$ cat config.mk
export PLATFORM = sky130hd
export DESIGN_NAME = msr_regs
export DESIGN_NICKNAME = d
export VERILOG_FILES = /design/src/msr_pkg.sv /design/src/msr_sync3.sv /design/src/msr_regs.sv
export SDC_FILE = /design/constraint.sdc
export NUM_CORES = 1
export LEC_CHECK = 0
export ABC_AREA = 0
export BUFFER_PORTS_ARGS = -buffer_cell sky130_fd_sc_hd__buf_2
export CAP_MARGIN = 0
export CORE_AREA = 3 3 66 68
export CTS_CLUSTER_SIZE = 10
export DETAILED_ROUTE_END_ITERATION = 10
export DIE_AREA = 0 0 69 71
export GPL_ROUTABILITY_DRIVEN = 0
export PLACE_DENSITY = 0.75
export REMOVE_ABC_BUFFERS = 1
export SYNTH_ARGS = -nofsm -noshare
export SYNTH_HDL_FRONTEND = slang
export SYNTH_SLANG_ARGS = --single-unit
$ cat constraint.sdc
create_clock -name CLK_I -period 1.4 [get_ports CLK_I]
set_input_delay 0.07 -clock CLK_I [delete_from_list [all_inputs] [get_ports CLK_I]]
set_output_delay 0.07 -clock CLK_I [all_outputs]
set_load 0.01 [all_outputs]
$ cat src/msr_pkg.sv
// constants, field layout and state codes for the mode/sequencer register bank
// assumes a 32-bit avalon-mm slave where register index n sits at byte 4*n
package msr_pkg;

   // ----------------------------------------------------------------
   // register indices (byte address = 4 * index)
   // ----------------------------------------------------------------
   localparam logic [5:0] MSR_IDX_SEQ_STATUS = 6'h04;
   localparam logic [5:0] MSR_IDX_OPMODE = 6'h1c;
   localparam logic [5:0] MSR_IDX_MODE_STATUS = 6'h1d;
   localparam logic [5:0] MSR_IDX_LAUNCH = 6'h1e;
   localparam logic [5:0] MSR_IDX_CANCEL = 6'h1f;
   localparam logic [5:0] MSR_IDX_SCAN_EN = 6'h20;
   localparam logic [5:0] MSR_IDX_PIN_CFG = 6'h24;
   localparam int unsigned MSR_IDX_LSB = 2;

   // ----------------------------------------------------------------
   // reset values and field layout
   // ----------------------------------------------------------------
   localparam logic [2:0] MSR_OPMODE_RST = 3'h0;
   localparam logic [1:0] MSR_SCAN_EN_RST = 2'h3;
   localparam logic [1:0] MSR_PIN_CFG_RST = 2'h0;
   localparam logic [31:0] MSR_ZERO_WORD = 32'h0000_0000;
   localparam int unsigned MSR_STROBE_BIT = 0;
   localparam int unsigned MSR_HS_BIT = 2;
   localparam int unsigned MSR_ERR_LSB = 1;
   localparam int unsigned MSR_LOOP_BIT = 1;
   localparam int unsigned MSR_AUTO_BIT = 2;
   localparam logic [2:0] MSR_MODE_AUTON = 3'h6;
   localparam logic [2:0] MSR_MODE_HIPREC = 3'h7;

   // ----------------------------------------------------------------
   // enumerations
   // ----------------------------------------------------------------
   typedef enum logic [1:0]
   {
      MSR_ACT_MANUAL = 2'h0,
      MSR_ACT_AUTON = 2'h2,
      MSR_ACT_HIPREC = 2'h3
   } msr_act_type;

   typedef enum logic [1:0]
   {
      MSR_ERR_OFF = 2'h0,
      MSR_ERR_RUN = 2'h1,
      MSR_ERR_FAULT = 2'h3
   } msr_err_type;

   typedef enum logic [1:0]
   {
      MSR_ST_IDLE = 2'h0,
      MSR_ST_CONV = 2'h1
   } msr_state_type;

endpackage

$ cat src/msr_sync3.sv
// three-stage synchroniser for asynchronous level inputs
// assumes the output is only read in the CLK_I domain
`timescale 1ns/1ns
`default_nettype none
module msr_sync3
   import msr_pkg::*;
#(
   parameter int unsigned WIDTH = 1
)
(
   // clock and reset
   input wire logic CLK_I,
   input wire logic RESET_I,
   // level in and filtered level out
   input wire logic [WIDTH-1:0] D_I,
   output logic [WIDTH-1:0] Q_O
);

   logic [WIDTH-1:0] s1_q;
   logic [WIDTH-1:0] s2_q;
   logic [WIDTH-1:0] s3_q;

   // first stage feeds only the second one
   always_ff @(posedge CLK_I or posedge RESET_I)
   begin
      if (RESET_I)
      begin
         s1_q <= '0;
         s2_q <= '0;
         s3_q <= '0;
      end
      else
      begin
         s1_q <= D_I;
         s2_q <= s1_q;
         s3_q <= s2_q;
      end
   end

   // a change counts once stages two and three agree
   always_ff @(posedge CLK_I or posedge RESET_I)
   begin
      if (RESET_I)
         Q_O <= '0;
      else
      begin
         for (int i = 0; i < WIDTH; i++)
         begin
            if (s2_q[i] == s3_q[i])
               Q_O[i] <= s3_q[i];
         end
      end
   end

endmodule
`default_nettype wire

$ cat src/msr_regs.sv
// mode select, mode status, pin config and scan sequencer registers
// assumes an avalon-mm master with waitrequest and a conversion
// datapath on the same clock that pulses CONV_DONE_I per conversion
//
// Overview of operation
// - mode code 000/001 manual ch0, 10x manual scan, 110 autonomous, 111 precision.
// - upper five bits of the mode select register read zero, read-only.
// - status bit 2 reads one while the host link runs high speed.
// - active mode reads 00 manual, 10 autonomous, 11 precision, never 01.
// - pin arrangement field: 00/11 dual, 01 ground sense, 10 pseudo-differential.
// - mask bit 1 includes channel 1, bit 0 includes channel 0.
// - scan channel enable resets to 0x03.
// - writing launch bit raises busy and starts first scan conversion, except in a 1xx mode with an empty mask.
// - write to cancel register at 0x1f ends scanning in progress.
// - cancel bit stops current conversion and drops busy.
// - scan error state clears to 00 on launch and reset.
`timescale 1ns/1ns
`default_nettype none
module msr_regs
   import msr_pkg::*;
(
   // clock and reset
   input wire logic CLK_I,
   input wire logic RESET_I,
   // avalon-mm slave
   input wire logic [7:0] ADDRESS_I,
   input wire logic READ_I,
   input wire logic WRITE_I,
   input wire logic [31:0] WRITEDATA_I,
   input wire logic [3:0] BYTEENABLE_I,
   output logic [31:0] READDATA_O,
   output logic WAITREQUEST_O,
   // host link speed state, asynchronous
   input wire logic HS_LINK_I,
   // conversion datapath handshake
   input wire logic CONV_DONE_I,
   output logic CONV_START_O,
   output logic CONV_ABORT_O,
   output logic CH_SEL_O,
   output logic BUSY_O,
   // configuration to the datapath
   output logic [2:0] OP_MODE_O,
   output logic [1:0] ACTIVE_MODE_O,
   output logic [1:0] INPUT_ARRANGE_O,
   output logic [1:0] SCAN_MASK_O
);

   // ----------------------------------------------------------------
   // helpers
   // ----------------------------------------------------------------
   function automatic msr_act_type decode_active(input logic [2:0] m);
      msr_act_type a;
      a = MSR_ACT_MANUAL;
      if (m == MSR_MODE_AUTON)
         a = MSR_ACT_AUTON;
      else if (m == MSR_MODE_HIPREC)
         a = MSR_ACT_HIPREC;
      return a;
   endfunction

   function automatic logic first_channel(input logic [1:0] mask);
      return ~mask[0];
   endfunction

   // ----------------------------------------------------------------
   // bus handshake: one wait state per access
   // ----------------------------------------------------------------
   logic ack_q;
   logic [5:0] idx;
   logic wr_fire;
   logic launch;
   logic cancel;
   logic launch_q;
   logic hs_flag;
   logic [2:0] opmode_q;
   logic [1:0] mask_q;
   logic [1:0] pincfg_q;
   msr_act_type act_q;
   msr_err_type err_q;
   msr_state_type state_q;
   logic ch_q;
   logic busy_q;
   logic start_q;
   logic abort_q;
   logic [31:0] rdata_q;

   assign idx = ADDRESS_I[MSR_IDX_LSB +: 6];
   assign WAITREQUEST_O = (READ_I | WRITE_I) & ~ack_q;
   assign wr_fire = WRITE_I & ack_q & BYTEENABLE_I[0];
   // pulses only, nothing is kept
   assign launch = wr_fire && idx == MSR_IDX_LAUNCH && WRITEDATA_I[MSR_STROBE_BIT];
   assign cancel = wr_fire && idx == MSR_IDX_CANCEL && WRITEDATA_I[MSR_STROBE_BIT];

   always_ff @(posedge CLK_I or posedge RESET_I)
   begin
      if (RESET_I)
         ack_q <= 1'b0;
      else
         ack_q <= (READ_I | WRITE_I) & ~ack_q;
   end

   msr_sync3 #(.WIDTH(1)) u_hs_sync
   (
      .CLK_I(CLK_I),
      .RESET_I(RESET_I),
      .D_I(HS_LINK_I),
      .Q_O(hs_flag)
   );

   // ----------------------------------------------------------------
   // writable registers
   // ----------------------------------------------------------------
   always_ff @(posedge CLK_I or posedge RESET_I)
   begin
      if (RESET_I)
      begin
         opmode_q <= MSR_OPMODE_RST;
         mask_q <= MSR_SCAN_EN_RST;
         pincfg_q <= MSR_PIN_CFG_RST;
      end
      else if (wr_fire)
      begin
         if (idx == MSR_IDX_OPMODE)
            opmode_q <= WRITEDATA_I[2:0];
         if (idx == MSR_IDX_SCAN_EN)
            mask_q <= WRITEDATA_I[1:0];
         if (idx == MSR_IDX_PIN_CFG)
            pincfg_q <= WRITEDATA_I[1:0];
      end
   end

   // reserved codes 010/011 fall into manual decoding
   always_ff @(posedge CLK_I or posedge RESET_I)
   begin
      if (RESET_I)
         act_q <= MSR_ACT_MANUAL;
      else
         act_q <= decode_active(opmode_q);
   end

   // ----------------------------------------------------------------
   // read data, loaded in the wait cycle
   // ----------------------------------------------------------------
   always_ff @(posedge CLK_I or posedge RESET_I)
   begin
      if (RESET_I)
         rdata_q <= MSR_ZERO_WORD;
      else if (READ_I & ~ack_q)
      begin
         rdata_q <= MSR_ZERO_WORD;
         case (idx)
            MSR_IDX_OPMODE: rdata_q[2:0] <= opmode_q;
            MSR_IDX_MODE_STATUS:
            begin
               rdata_q[MSR_HS_BIT] <= hs_flag;
               rdata_q[1:0] <= act_q;
            end
            MSR_IDX_SCAN_EN: rdata_q[1:0] <= mask_q;
            MSR_IDX_PIN_CFG: rdata_q[1:0] <= pincfg_q;
            MSR_IDX_SEQ_STATUS: rdata_q[MSR_ERR_LSB +: 2] <= err_q;
            default: rdata_q <= MSR_ZERO_WORD;
         endcase
      end
   end

   // ----------------------------------------------------------------
   // scan sequencer
   // ----------------------------------------------------------------
   // cancel outranks a launch in the same cycle
   always_ff @(posedge CLK_I or posedge RESET_I)
   begin
      if (RESET_I)
      begin
         state_q <= MSR_ST_IDLE;
         ch_q <= 1'b0;
         busy_q <= 1'b0;
         start_q <= 1'b0;
      end
      else
      begin
         start_q <= 1'b0;
         if (cancel)
         begin
            state_q <= MSR_ST_IDLE;
            busy_q <= 1'b0;
         end
         else if (launch)
         begin
            if (!opmode_q[MSR_AUTO_BIT])
            begin
               ch_q <= 1'b0;
               state_q <= MSR_ST_CONV;
               busy_q <= 1'b1;
               start_q <= 1'b1;
            end
            else if (mask_q != 2'h0)
            begin
               ch_q <= first_channel(mask_q);
               state_q <= MSR_ST_CONV;
               busy_q <= 1'b1;
               start_q <= 1'b1;
            end
         end
         else
         begin
            case (state_q)
               MSR_ST_IDLE: busy_q <= 1'b0;
               MSR_ST_CONV:
               begin
                  if (CONV_DONE_I)
                  begin
                     if (opmode_q[MSR_AUTO_BIT] && !ch_q && mask_q[1])
                     begin
                        ch_q <= 1'b1;
                        start_q <= 1'b1;
                     end
                     else if (opmode_q[MSR_AUTO_BIT] && opmode_q[MSR_LOOP_BIT])
                     begin
                        // autonomous and precision modes rescan until cancelled
                        ch_q <= first_channel(mask_q);
                        start_q <= 1'b1;
                     end
                     else
                     begin
                        state_q <= MSR_ST_IDLE;
                        busy_q <= 1'b0;
                     end
                  end
               end
               default:
               begin
                  state_q <= MSR_ST_IDLE;
                  busy_q <= 1'b0;
               end
            endcase
         end
      end
   end

   always_ff @(posedge CLK_I or posedge RESET_I)
   begin
      if (RESET_I)
         abort_q <= 1'b0;
      else
         abort_q <= cancel && state_q == MSR_ST_CONV;
   end

   // remembers a launch for one cycle so an empty-mask launch can flag a fault
   always_ff @(posedge CLK_I or posedge RESET_I)
   begin
      if (RESET_I)
         launch_q <= 1'b0;
      else
         launch_q <= launch;
   end

   // launch clears first; the new state shows one cycle later
   always_ff @(posedge CLK_I or posedge RESET_I)
   begin
      if (RESET_I)
         err_q <= MSR_ERR_OFF;
      else if (launch)
         err_q <= MSR_ERR_OFF;
      else if (busy_q && opmode_q[MSR_AUTO_BIT])
         err_q <= MSR_ERR_RUN;
      else if (launch_q && opmode_q[MSR_AUTO_BIT] && mask_q == 2'h0)
         err_q <= MSR_ERR_FAULT;
      else if (!busy_q && err_q == MSR_ERR_RUN)
         err_q <= MSR_ERR_OFF;
   end

   // ----------------------------------------------------------------
   // outputs
   // ----------------------------------------------------------------
   assign READDATA_O = rdata_q;
   assign CONV_START_O = start_q;
   assign CONV_ABORT_O = abort_q;
   assign CH_SEL_O = ch_q;
   assign BUSY_O = busy_q;
   assign OP_MODE_O = opmode_q;
   assign ACTIVE_MODE_O = act_q;
   assign INPUT_ARRANGE_O = pincfg_q;
   assign SCAN_MASK_O = mask_q;
endmodule
`default_nettype wire

Yosys cells after proc, flatten, opt, wreduce, memory -nomap -nowiden --
Cells that the tools add are included.
Word-level totals: register bits 26, bits of input ports 50, word-level logic and storage cells 110
Cells by class: equality and inequality tests 18, multiplexer cells 40, bitwise operators 8, reductions and logical operators 27
Operators by type and width (number):
- $mux 2 | 13
- $eq 6x5->1 const B | 4
- $mux 1 | 23
- $eq 6x6->1 const B | 2
- $logic_and 1x1->1 | 12
- $ne 4x4->1 const B | 3
- $reduce_and 5->1 | 2
- $eq 3x3->1 const B | 2
- $eq 6x3->1 const B | 1
- $reduce_and 2->1 | 3
- $reduce_bool 2->1 | 3
- $pmux 1 s5 | 1
- $and 1x1->1 | 4
- $eq 2x1->1 const B | 2
- $logic_not 2->1 | 2
- $ne 4x3->1 const B | 1
- $pmux 1 s4 | 1
- $pmux 2 s2 | 1
- $reduce_and 4->1 | 1
- $reduce_bool 4->1 | 1
- $ne 3x2->1 const B | 1
- $ne 3x3->1 const B | 1
- $not 1->1 | 3
- $pmux 1 s3 | 1
- 4 further kinds | 5

Logic depth before layout (Yosys ltp) --
Gate-level depths: netlist of the first run.
depth after elaboration 8, depth in mapped cells 6

Hierarchy --
From an unflattened synthesis of the first run, not the netlist that was laid out.
Unflattened totals: cells, all modules 127, area total of the unflattened synthesis 1402.6 µm²
By module, submodules not included:
- msr_regs | instances 1, cells each 121, area each 1287.5 µm², sequential area each 528.0 µm²
- msr_sync3 | instances 1, cells each 6, area each 115.1 µm², sequential area each 100.1 µm²

Worst setup path after synthesis of the first run --
No wires, ideal clock.
path kind flip-flop to flip-flop, start point reg mask_q[1] (netlist: SCAN_MASK_O[1]), end point reg ch_q (netlist: CH_SEL_O), arrival 1396 ps, data required time 1275 ps, slack -122 ps, stages on the path, launching flop included 5, clock period less this slack 1522 ps, cell sequence dfstp_2 -> nor2b_1 -> o2111ai_1 -> mux2i_4 -> mux2_4
Between the ends: longest elaborated chain between the ends 5, elaborated cells on any way between the ends 9, those cells by class eq/ne (1); mux (4); reduce/logical (4)
RTL lines:
- start, declared | RTL line msr_regs.sv:76 | logic [1:0] mask_q;
- start signal, assigned | RTL line msr_regs.sv:126 | mask_q <= WRITEDATA_I[1:0];
- $logic_and 1x1->1 | RTL line msr_regs.sv:212 | if (opmode_q[MSR_AUTO_BIT] && !ch_q && mask_q[1])
- $mux 1 | RTL line msr_regs.sv:212
- $mux 1 | RTL line msr_regs.sv:210 | if (CONV_DONE_I)
- $mux 1 | RTL line msr_regs.sv:206 | case (state_q)
- $mux 1 | RTL line msr_regs.sv:187 | else if (launch)
- end signal, assigned | RTL line msr_regs.sv:198 | ch_q <= first_channel(mask_q);
- end signal, assigned | RTL line msr_regs.sv:220 | ch_q <= first_channel(mask_q);
- end, declared | RTL line msr_regs.sv:81 | logic ch_q;
Several ways; a longest one is shown, not always the timed one. The select of a mux whose other input is x is not followed. A chain may end at the register's enable or synchronous reset.

Worst setup path in the final report of the first run --
Same ends and word-level chain as after synthesis.

==> results of run 1 <==
==> cell usage in the layout (no fill, tap or decap), types with 2 or more instances in the layout <==
master / instances
o22ai_1: 2
dfstp_2: 2
inv_1: 2
conb_1: 29
and2_1: 2
o21ai_0: 4
dlygate4sd3_1: 2
mux2_2: 9
a21oi_1: 5
nor2b_4: 2
clkbuf_8: 3
nor2_1: 6
mux2i_1: 6
buf_2: 32
nand2b_1: 3
and3_1: 2
nand2_1: 5
dfrtp_1: 23
buf_4: 14
==> logic make-up (layout without fill, tap and decap cells) <==
| family | count (synthesis) | after routing | synth area share |
|---|---|---|---|
| and+or+nand+nor | 32 | 32 | 0.1599 |
| other | 1 | 29 | 0.002648 |
| DFF | 25 | 25 | 0.4435 |
| buffers and inverters | 35 | 55 | 0.1776 |
| AOI/OAI and AO/OA | 16 | 16 | 0.06890 |
| adders and majority gates | 1 | 1 | 0.007067 |
| muxes | 17 | 17 | 0.1405 |
==> worst max path at each step <==
stage / start / endpoint / slack (ps) / cells past startpoint
floorplan: SCAN_MASK_O[1]$_DFFE_PP1P_ / CH_SEL_O$_DFFE_PP0P_ / -120 / 4
global placement: SCAN_MASK_O[1]$_DFFE_PP1P_ / CH_SEL_O$_DFFE_PP0P_ / -80 / 4
detailed placement: SCAN_MASK_O[1]$_DFFE_PP1P_ / CH_SEL_O$_DFFE_PP0P_ / -90 / 4
CTS: SCAN_MASK_O[1]$_DFFE_PP1P_ / CH_SEL_O$_DFFE_PP0P_ / -40 / 4
global route: SCAN_MASK_O[1]$_DFFE_PP1P_ / CH_SEL_O$_DFFE_PP0P_ / -90 / 4
finish: SCAN_MASK_O[1]$_DFFE_PP1P_ / CH_SEL_O$_DFFE_PP0P_ / -50 / 4
==> layout make-up <==
type                       count  area, sq um
tap                           50        62.56
sequential                    25        628.1
inverter                       3        11.26
multi-input combinational     95        660.6
fill                         389         2221
timing repair buffer          48        285.3
clock buffer                   4        45.04
==> routing by layer <==
layer | wire length (microns) | GRT usage | vias to the layer above
li1 | - | - | 477
met4 | 40 | 0.04121 | 0
met5 | 0 | 0 | -
met2 | 1265 | 0.1706 | 38
met3 | 180 | 0.03125 | 4
met1 | 1331 | 0.1640 | 463
==> flip-flops by register name, indices dropped and copies added (netlist names), 2 cells and up <==
register / cells
INPUT_ARRANGE_O: 2
SCAN_MASK_O: 2
READDATA_O: 3
err_q: 2
ACTIVE_MODE_O: 2
OP_MODE_O: 3
==> what timing repair did <==
action / in CTS / in global routing
hold buffers: 2 / 0
gates resized for setup: 3 / 2
pin swaps: 0 / 1
setup buffers: 1 / 1
endpoints found under the setup margin: 1 / 4
endpoints found under the hold margin: 24 / 0
==> stage by stage <==
step                        util  cell area [sq um]
after floorplan                -               1281
after global placement    0.4073               1594
after detailed placement  0.4073               1594
after CTS                 0.4293               1680
after global routing      0.4325               1693
final                     0.4325               1693
==> report_power, final <==
part           leakage, uW  internal [uW]  switching, uW  total [uW]
clock            0.0000228            203            217         421
combinational     0.000542           98.4            140         238
sequential        0.000323            761           26.8         787
total             0.000888           1060            384        1450
==> critical path, stage by stage, from the launching register on <==
cell and delay, ps:
dfstp_2 560, nor2b_4 160, o2111ai_2 140, mux2i_4 180
mux2_4 310
==> reports/summary.txt, run 1 <==
Req. time, crit path: 1560 ps
1st-pass router iterations: 4
Top-count cell post-synth: buf_4
Worst-Skew Late Latency: 270 ps
Post-synth top cells: buf_4 (30), dfrtp_1 (23), mux2_2 (9)
Initial antenna violation count: 0
# H-tree levels: 1
Max Slew Vio Count: 0
Clk root buf: clkbuf_8
Wire per inst: 12.52 microns
Hold Fails Final Rpt: 0
TritonCTS Sinks: 25
Worst hold margin: 36.40 ps
Worst r2r path cells: 4
Crit path time final: 1454 ps
Skew final: 3.114 ps
GRT Residual Overflow: 0
Core area: 3914 sq um
Yosys top cell by area: dfrtp_1
Layout cells sized above 1: 0.3943
CTS clk-pin slew, worst paths: 80 ps
Reg2Reg Setup Slack: -50 ps
Hold Path Class: input pin to register
DR vias: 982
First-pass GRT wire length: 4.512 mm
Post-Place Setup Slack: -94.19 ps
Die H: 71 microns
Run status: complete, but fails checks
Worst VDD drop: 0.0004370 V
All-layer global routing usage: 0.1158
Critical path class: register to register
Asr flop ratio synth: 1.000
# rows: 23
Endpoint, Worst Hold: OP_MODE_O[2]$_DFFE_PP0P_
Final std cells w/o fill: 225
CP Max Fanout: 3
IO Pins: 96
Worst r2r src: SCAN_MASK_O[1]$_DFFE_PP1P_
Critical Path Start Type: register
Distinct cells, synth: 38
Port bufs: 32
Period Utilization, post-route: 1.039
Remaining antenna violation count: 0
Fmax: 687.7 MHz
Power density cells: 854.2 nW/um^2
Max Root-Sink Buffers: 2
Top cells by area, synth: dfrtp_1 (41%), buf_4 (16%), mux2_2 (7.2%), mux2i_1 (4.2%), dfstp_2 (3.7%)
Die area: 4899 sq um
Main synth FF type: dfrtp_1
RSZ-0062 raised after global routing: true
Largest net degree at the start of global routing: 26
Hold Crit Depth: 2
CP arrival: 1610 ps
Vias in the first global route: 947
Setup_tns: -54.11 ps
DRC viols: 0
Area Growth Syn to Fin: 19.52%
Post-synthesis sequential area ratio: 0.4435
Final nets: 226
Worst setup margin: -54.11 ps
Total CTS buffers: 3
Tot Pwr: 1446 uW
Number of synthesized register bits: 25
Max_cap viols: 0
Setup crit end kind: register
DRT iter0 DRCs: 27
Final wirelength: 2.818 mm
Capturing point of the worst reg2reg path: CH_SEL_O$_DFFE_PP0P_
Avg Cell Area, Syn: 11.15 sq um
Mapped Cells: 127
Warnings, synthesis: 0
Hold Crit Start: WRITEDATA_I[2]
Post-synth top area share: 0.4064
Vias/cell: 4.364
Failing checks: negative setup slack
Die W: 69 microns
Cell area after synthesis: 1416 sq um
Starting density of the core: 0.3619
CTS tree: yes
Post-synth EDFFs: 0
Static leakage: 0.0008880 uW
DP HPWL: 2.260 mm
Final setup viols: 1
Placed cell count: 217
ANT cells: 0
No activity file was read; power rests on OpenSTA's default activity.
==> run 2: changes to the inputs <==
- MAX_ROUTING_LAYER: not set -> met4
==> reports/summary.txt, run 2 (synthesis gave the netlist of run 1 again) <==
Final wirelength: 2.823 mm (was 2.818 mm)
CP max stage cell: dfstp_2 (unchanged)
Setup crit end kind: register (unchanged)
Worst VDD drop: 0.0004361 V (was 0.0004370 V)
Worst hold margin: 37.53 ps (was 36.40 ps)
Max_cap viols: 0 (unchanged)
# rows: 23 (unchanged)
Area Growth Syn to Fin: 19.52% (unchanged)
CP peak stage delay: 560 ps (about the same)
All-layer global routing usage: 0.1194 (was 0.1158)
Fmax: 687.7 MHz (about the same)
Worst-Skew Late Latency: 260 ps (was 270 ps)
DR vias: 981 (was 982)
DRC viols: 0 (unchanged)
DP HPWL: 2.260 mm (unchanged)
Hold Path Class: input pin to register (unchanged)
Remaining antenna violation count: 0 (unchanged)
CTS tree: yes (unchanged)
Buf+Inv Stages, Crit Path: 0 (unchanged)
CP arrival: 1610 ps (about the same)
Tot Pwr: 1445 uW (was 1446 uW)
Final std cells w/o fill: 225 (unchanged)
Failing checks: negative setup slack (unchanged)
Vias in the first global route: 947 (unchanged)
Final setup viols: 1 (unchanged)
CTS clk-pin slew, worst paths: 80 ps (about the same)
GRT Residual Overflow: 0 (unchanged)
IO Pins: 96 (unchanged)
Worst setup margin: -54.16 ps (was -54.11 ps)
Layout cells sized above 1: 0.3943 (unchanged)
Crit path cell chain: nor2b_4 -> o2111ai_2 -> mux2i_4 -> mux2_4 (unchanged)
Period Utilization, post-route: 1.039 (about the same)
Placed cell count: 217 (unchanged)
Die area: 4899 sq um (unchanged)
Max Root-Sink Buffers: 2 (unchanged)
Largest net degree at the start of global routing: 26 (unchanged)
Die W: 69 microns (unchanged)
Critical Path Start Type: register (unchanged)
Final nets: 226 (unchanged)
Critical path class: register to register (unchanged)
Total CTS buffers: 3 (unchanged)
Wire per inst: 12.55 microns (was 12.52 microns)
Most frequent cells in the layout: buf_2 (32), conb_1 (29), dfrtp_1 (23) (unchanged)
Core area: 3914 sq um (unchanged)
Starting density of the core: 0.3619 (unchanged)
Hold Fails Final Rpt: 0 (unchanged)
Vias/cell: 4.360 (was 4.364)
CP Max Fanout: 3 (unchanged)
Skew final: 2.915 ps (was 3.114 ps)
Port bufs: 32 (unchanged)
Power density cells: 853.5 nW/um^2 (was 854.2 nW/um^2)
Static leakage: 0.0008880 uW (unchanged)
# H-tree levels: 1 (unchanged)
Run status: complete, but fails checks (unchanged)
First-pass GRT wire length: 4.505 mm (was 4.512 mm)
Crit path time final: 1454 ps (about the same)
TritonCTS Sinks: 25 (unchanged)
Max Slew Vio Count: 0 (unchanged)
ANT cells: 0 (unchanged)
Req. time, crit path: 1550 ps (was 1560 ps)
Die H: 71 microns (unchanged)
DRT iter0 DRCs: 27 (unchanged)
RSZ-0062 raised after global routing: true (unchanged)
Initial antenna violation count: 0 (unchanged)
Commonest non-fill, non-tap cell in the layout: buf_2 (unchanged)
Clk root buf: clkbuf_8 (unchanged)
Crit path max-delay family: flip-flops (unchanged)
1st-pass router iterations: 4 (unchanged)
==> run 2: report_power, final <==
part | switching, uW | internal (uW) | total (uW)
clock network | 216 | 203 | 419
logic | 140 | 98.4 | 238
registers | 26.7 | 761 | 787
==> run 2: area by class of cell <==
cell class | count | area, sq um
clock buffers | 4 | 45.04
flip-flops and latches | 25 | 628.1
well taps | 50 | 62.56
fillers | 389 | 2221
multi-input cells | 95 | 660.6
inverters | 3 | 11.26
repair buffers | 48 | 285.3
==> run 2: worst reg2reg max path: stages, from the launching register on <==
cell and delay (ps):
dfstp_2 560, nor2b_4 160, o2111ai_2 140, mux2i_4 180, mux2_4 310
==> run 2: stage by stage <==
step	setup slack [ps]	setup TNS, ps	utilization	area, sq um
2_1_floorplan	-122.9	-122.9	-	1281
3_3_place_gp	-75.23	-75.23	0.4073	1594
5_1_grt	-94.56	-94.56	0.4325	1693
6_report	-54.16	-54.16	0.4325	1693
4_1_cts	-38.97	-38.97	0.4293	1680
3_5_place_dp	-94.19	-94.19	0.4073	1594
==> run 2: final timing paths <==
check	slack (ps)	to	startpoint	cells after the start
max in group asynchronous	720	SCAN_MASK_O[0]$_DFFE_PP1P_	RESET_I	4
worst min register to register	360	u_hs_sync.s2_q$_DFF_PP0_	u_hs_sync.s1_q$_DFF_PP0_	0
min in group asynchronous	390	u_hs_sync.s1_q$_DFF_PP0_	RESET_I	4
worst max-delay path	-50	CH_SEL_O$_DFFE_PP0P_	SCAN_MASK_O[1]$_DFFE_PP1P_	4
worst max register to register	-50	CH_SEL_O$_DFFE_PP0P_	SCAN_MASK_O[1]$_DFFE_PP1P_	4
worst min-delay path	40	OP_MODE_O[2]$_DFFE_PP0P_	WRITEDATA_I[2]	2
==> run 2: timing repair <==
item | in CTS | in global routing
pin swaps | 0 | 1
setup buffers | 1 | 1
hold buffers | 2 | 0
endpoints found under the setup margin | 1 | 4
endpoints found under the hold margin | 24 | 0
gates resized for setup | 3 | 2
==> run 2: routing by layer <==
layer / vias up / GRT usage / part of all wire
met5: - / - / 0
met4: 0 / 0.04121 / 0.013
met3: 4 / 0.02841 / 0.054
met2: 35 / 0.1706 / 0.45
met1: 465 / 0.1658 / 0.48
li1: 477 / - / -
==> run 3: changes to the inputs <==
- CORE_AREA: 3 3 66 68 -> 3 3 63 65
- CTS_BUF_LIST: not set -> sky130_fd_sc_hd__clkbuf_16
- DIE_AREA: 0 0 69 71 -> 0 0 66 68
- PLACE_DENSITY: 0.75 -> 0.79
- clock period: 1.4 -> 1.48 ns (I/O delays scaled with it)
==> reports/summary.txt, run 3 (synthesis gave the netlist of run 1 again) <==
Run status: completed (was complete, but fails checks)
Period Utilization, post-route: 0.9902 (was 1.039)
DP HPWL: 2.274 mm (was 2.260 mm)
Setup crit end kind: register (unchanged)
Starting density of the core: 0.4179 (was 0.3619)
Die H: 68 microns (was 71 microns)
Tot Pwr: 1544 uW (was 1445 uW)
Hold Crit Depth: 2 (unchanged)
CTS clk-pin slew, worst paths: 60 ps (was 80 ps)
Switching Share: 0.2451 (was 0.2648)
Max_cap viols: 0 (unchanged)
Wire per inst: 13.54 microns (was 12.55 microns)
Worst VDD drop: 0.0003670 V (was 0.0004361 V)
First-pass GRT wire length: 4.629 mm (was 4.505 mm)
Area Growth Syn to Fin: 16.96% (was 19.52%)
Worst r2r src: SCAN_MASK_O[1]$_DFFE_PP1P_ (unchanged)
All-layer global routing usage: 0.1402 (was 0.1194)
Total CTS buffers: 3 (unchanged)
GRT Residual Overflow: 0 (unchanged)
Final wirelength: 2.885 mm (was 2.823 mm)
Core area: 3390 sq um (was 3914 sq um)
Req. time, crit path: 1620 ps (was 1550 ps)
Worst hold margin: 50.88 ps (was 37.53 ps)
# rows: 21 (was 23)
CP arrival: 1610 ps (about the same)
Worst setup margin: 14.48 ps (was -54.16 ps)
Critical path class: register to register (unchanged)
DR vias: 989 (was 981)
DRC viols: 0 (unchanged)
Initial antenna violation count: 0 (unchanged)
Post-CTS setup buffer count: 0 (was 1)
Remaining antenna violation count: 0 (unchanged)
Static leakage: 0.0008681 uW (was 0.0008880 uW)
1st-pass router iterations: 4 (unchanged)
Power density cells: 932.0 nW/um^2 (was 853.5 nW/um^2)
Final instance area: 1657 sq um (was 1693 sq um)
Die area: 4488 sq um (was 4899 sq um)
DRT iter0 DRCs: 52 (was 27)
TritonCTS Sinks: 25 (unchanged)
Most frequent cells in the layout: buf_2 (32), conb_1 (29), dfrtp_1 (23) (unchanged)
Flop pwr share: 0.485 (was 0.545)
Pint: 1165 uW (was 1062 uW)
Worst r2r path cells: 4 (unchanged)
Max Slew Vio Count: 0 (unchanged)
Layout cells sized above 1: 0.3653 (was 0.3943)
Final nets: 218 (was 226)
Largest net degree at the start of global routing: 15 (was 26)
Vias in the first global route: 1004 (was 947)
CTS tree: yes (unchanged)
Crit path time final: 1466 ps (was 1454 ps)
CP Max Fanout: 3 (unchanged)
Cell Area, Placed: 1544 sq um (was 1594 sq um)
Clock Power Share: 0.377 (was 0.290)
Critical Path Start Type: register (unchanged)
Vias/cell: 4.643 (was 4.360)
Post-Place Setup Slack: -10.41 ps (was -94.19 ps)
ANT cells: 0 (unchanged)
Part of the power in combinational logic: 0.138 (was 0.165)
Switch Pwr: 378.4 uW (was 382.6 uW)
Hold Path Class: input pin to register (unchanged)
Skew final: 1.667 ps (was 2.915 ps)
Finished Core Util: 0.4887 (was 0.4325)
Die W: 66 microns (was 69 microns)
RSZ-0062 raised after global routing: true (unchanged)
Final setup viols: 0 (was 1)
Clk root buf: clkbuf_16 (was clkbuf_8)
# H-tree levels: 1 (unchanged)
Fmax: 682.4 MHz (was 687.7 MHz)
IO Pins: 96 (unchanged)
Critical path launch point: SCAN_MASK_O[1]$_DFFE_PP1P_ (unchanged)
Hold Crit Start: WRITEDATA_I[2] (unchanged)
Hold Fails Final Rpt: 0 (unchanged)
Worst-Skew Late Latency: 250 ps (was 260 ps)
Port bufs: 32 (unchanged)
Max Root-Sink Buffers: 2 (unchanged)
Commonest non-fill, non-tap cell in the layout: buf_2 (unchanged)
## run 3: metrics by stage
stage               std cells  TNS (ps)
global route              213    -13.09
floorplan                 123    -42.90
detailed placement        207    -10.41
global placement          207    -3.697
CTS                       213         0
finish                    213         0
## run 3: power by group through the flow
stage / sequential (uW) / combinational (uW) / clock [uW]
3_5_place_dp: 759 / 206 / 0
4_1_cts: 748 / 212 / 591
2_1_floorplan: 759 / 118 / 0
3_3_place_gp: 756 / 201 / 0
6_report: 748 / 213 / 583
5_1_grt: 752 / 242 / 629
## run 3: area by class of cell
cell class                      count  area (sq um)
Timing Repair Buffer               40         225.2
Multi-Input combinational cell     95         655.6
Tap cell                           46         57.56
Inverter                            3         11.26
Sequential cell                    25         628.1
Clock inverter                      1         3.754
Fill cell                         312          1733
Clock buffer                        3         75.07
## run 3: layer usage
metal,GRT usage,routed length (microns)
met3,0.02627,147
met2,0.2503,1480
met4,0.05330,62
met1,0.1563,1194
met5,-,0
## run 3: repair_timing
| item | CTS | global route |
|---|---|---|
| hold buffers | 2 | 0 |
| setup endpoints to repair | 1 | 1 |
| endpoints found under the hold margin | 10 | 0 |
| resized for setup | 2 | 1 |
## run 3: final timing paths
path                                       endpoint  slack (ps)
min                        OP_MODE_O[2]$_DFFE_PP0P_          50
min in group asynchronous  OP_MODE_O[1]$_DFFE_PP0P_         350
min reg2reg                u_hs_sync.s3_q$_DFF_PP0_         390
max reg2reg                    CH_SEL_O$_DFFE_PP0P_          10
max                            CH_SEL_O$_DFFE_PP0P_          10
max in group asynchronous    CONV_START_O$_DFF_PP0_         600
## run 3: worst max-delay path, cell delays in order (launching register included)
cell	delay [ps]
dfstp_2	560
nor2b_4	160
o2111ai_2	130
mux2i_4	180
mux2_4	310
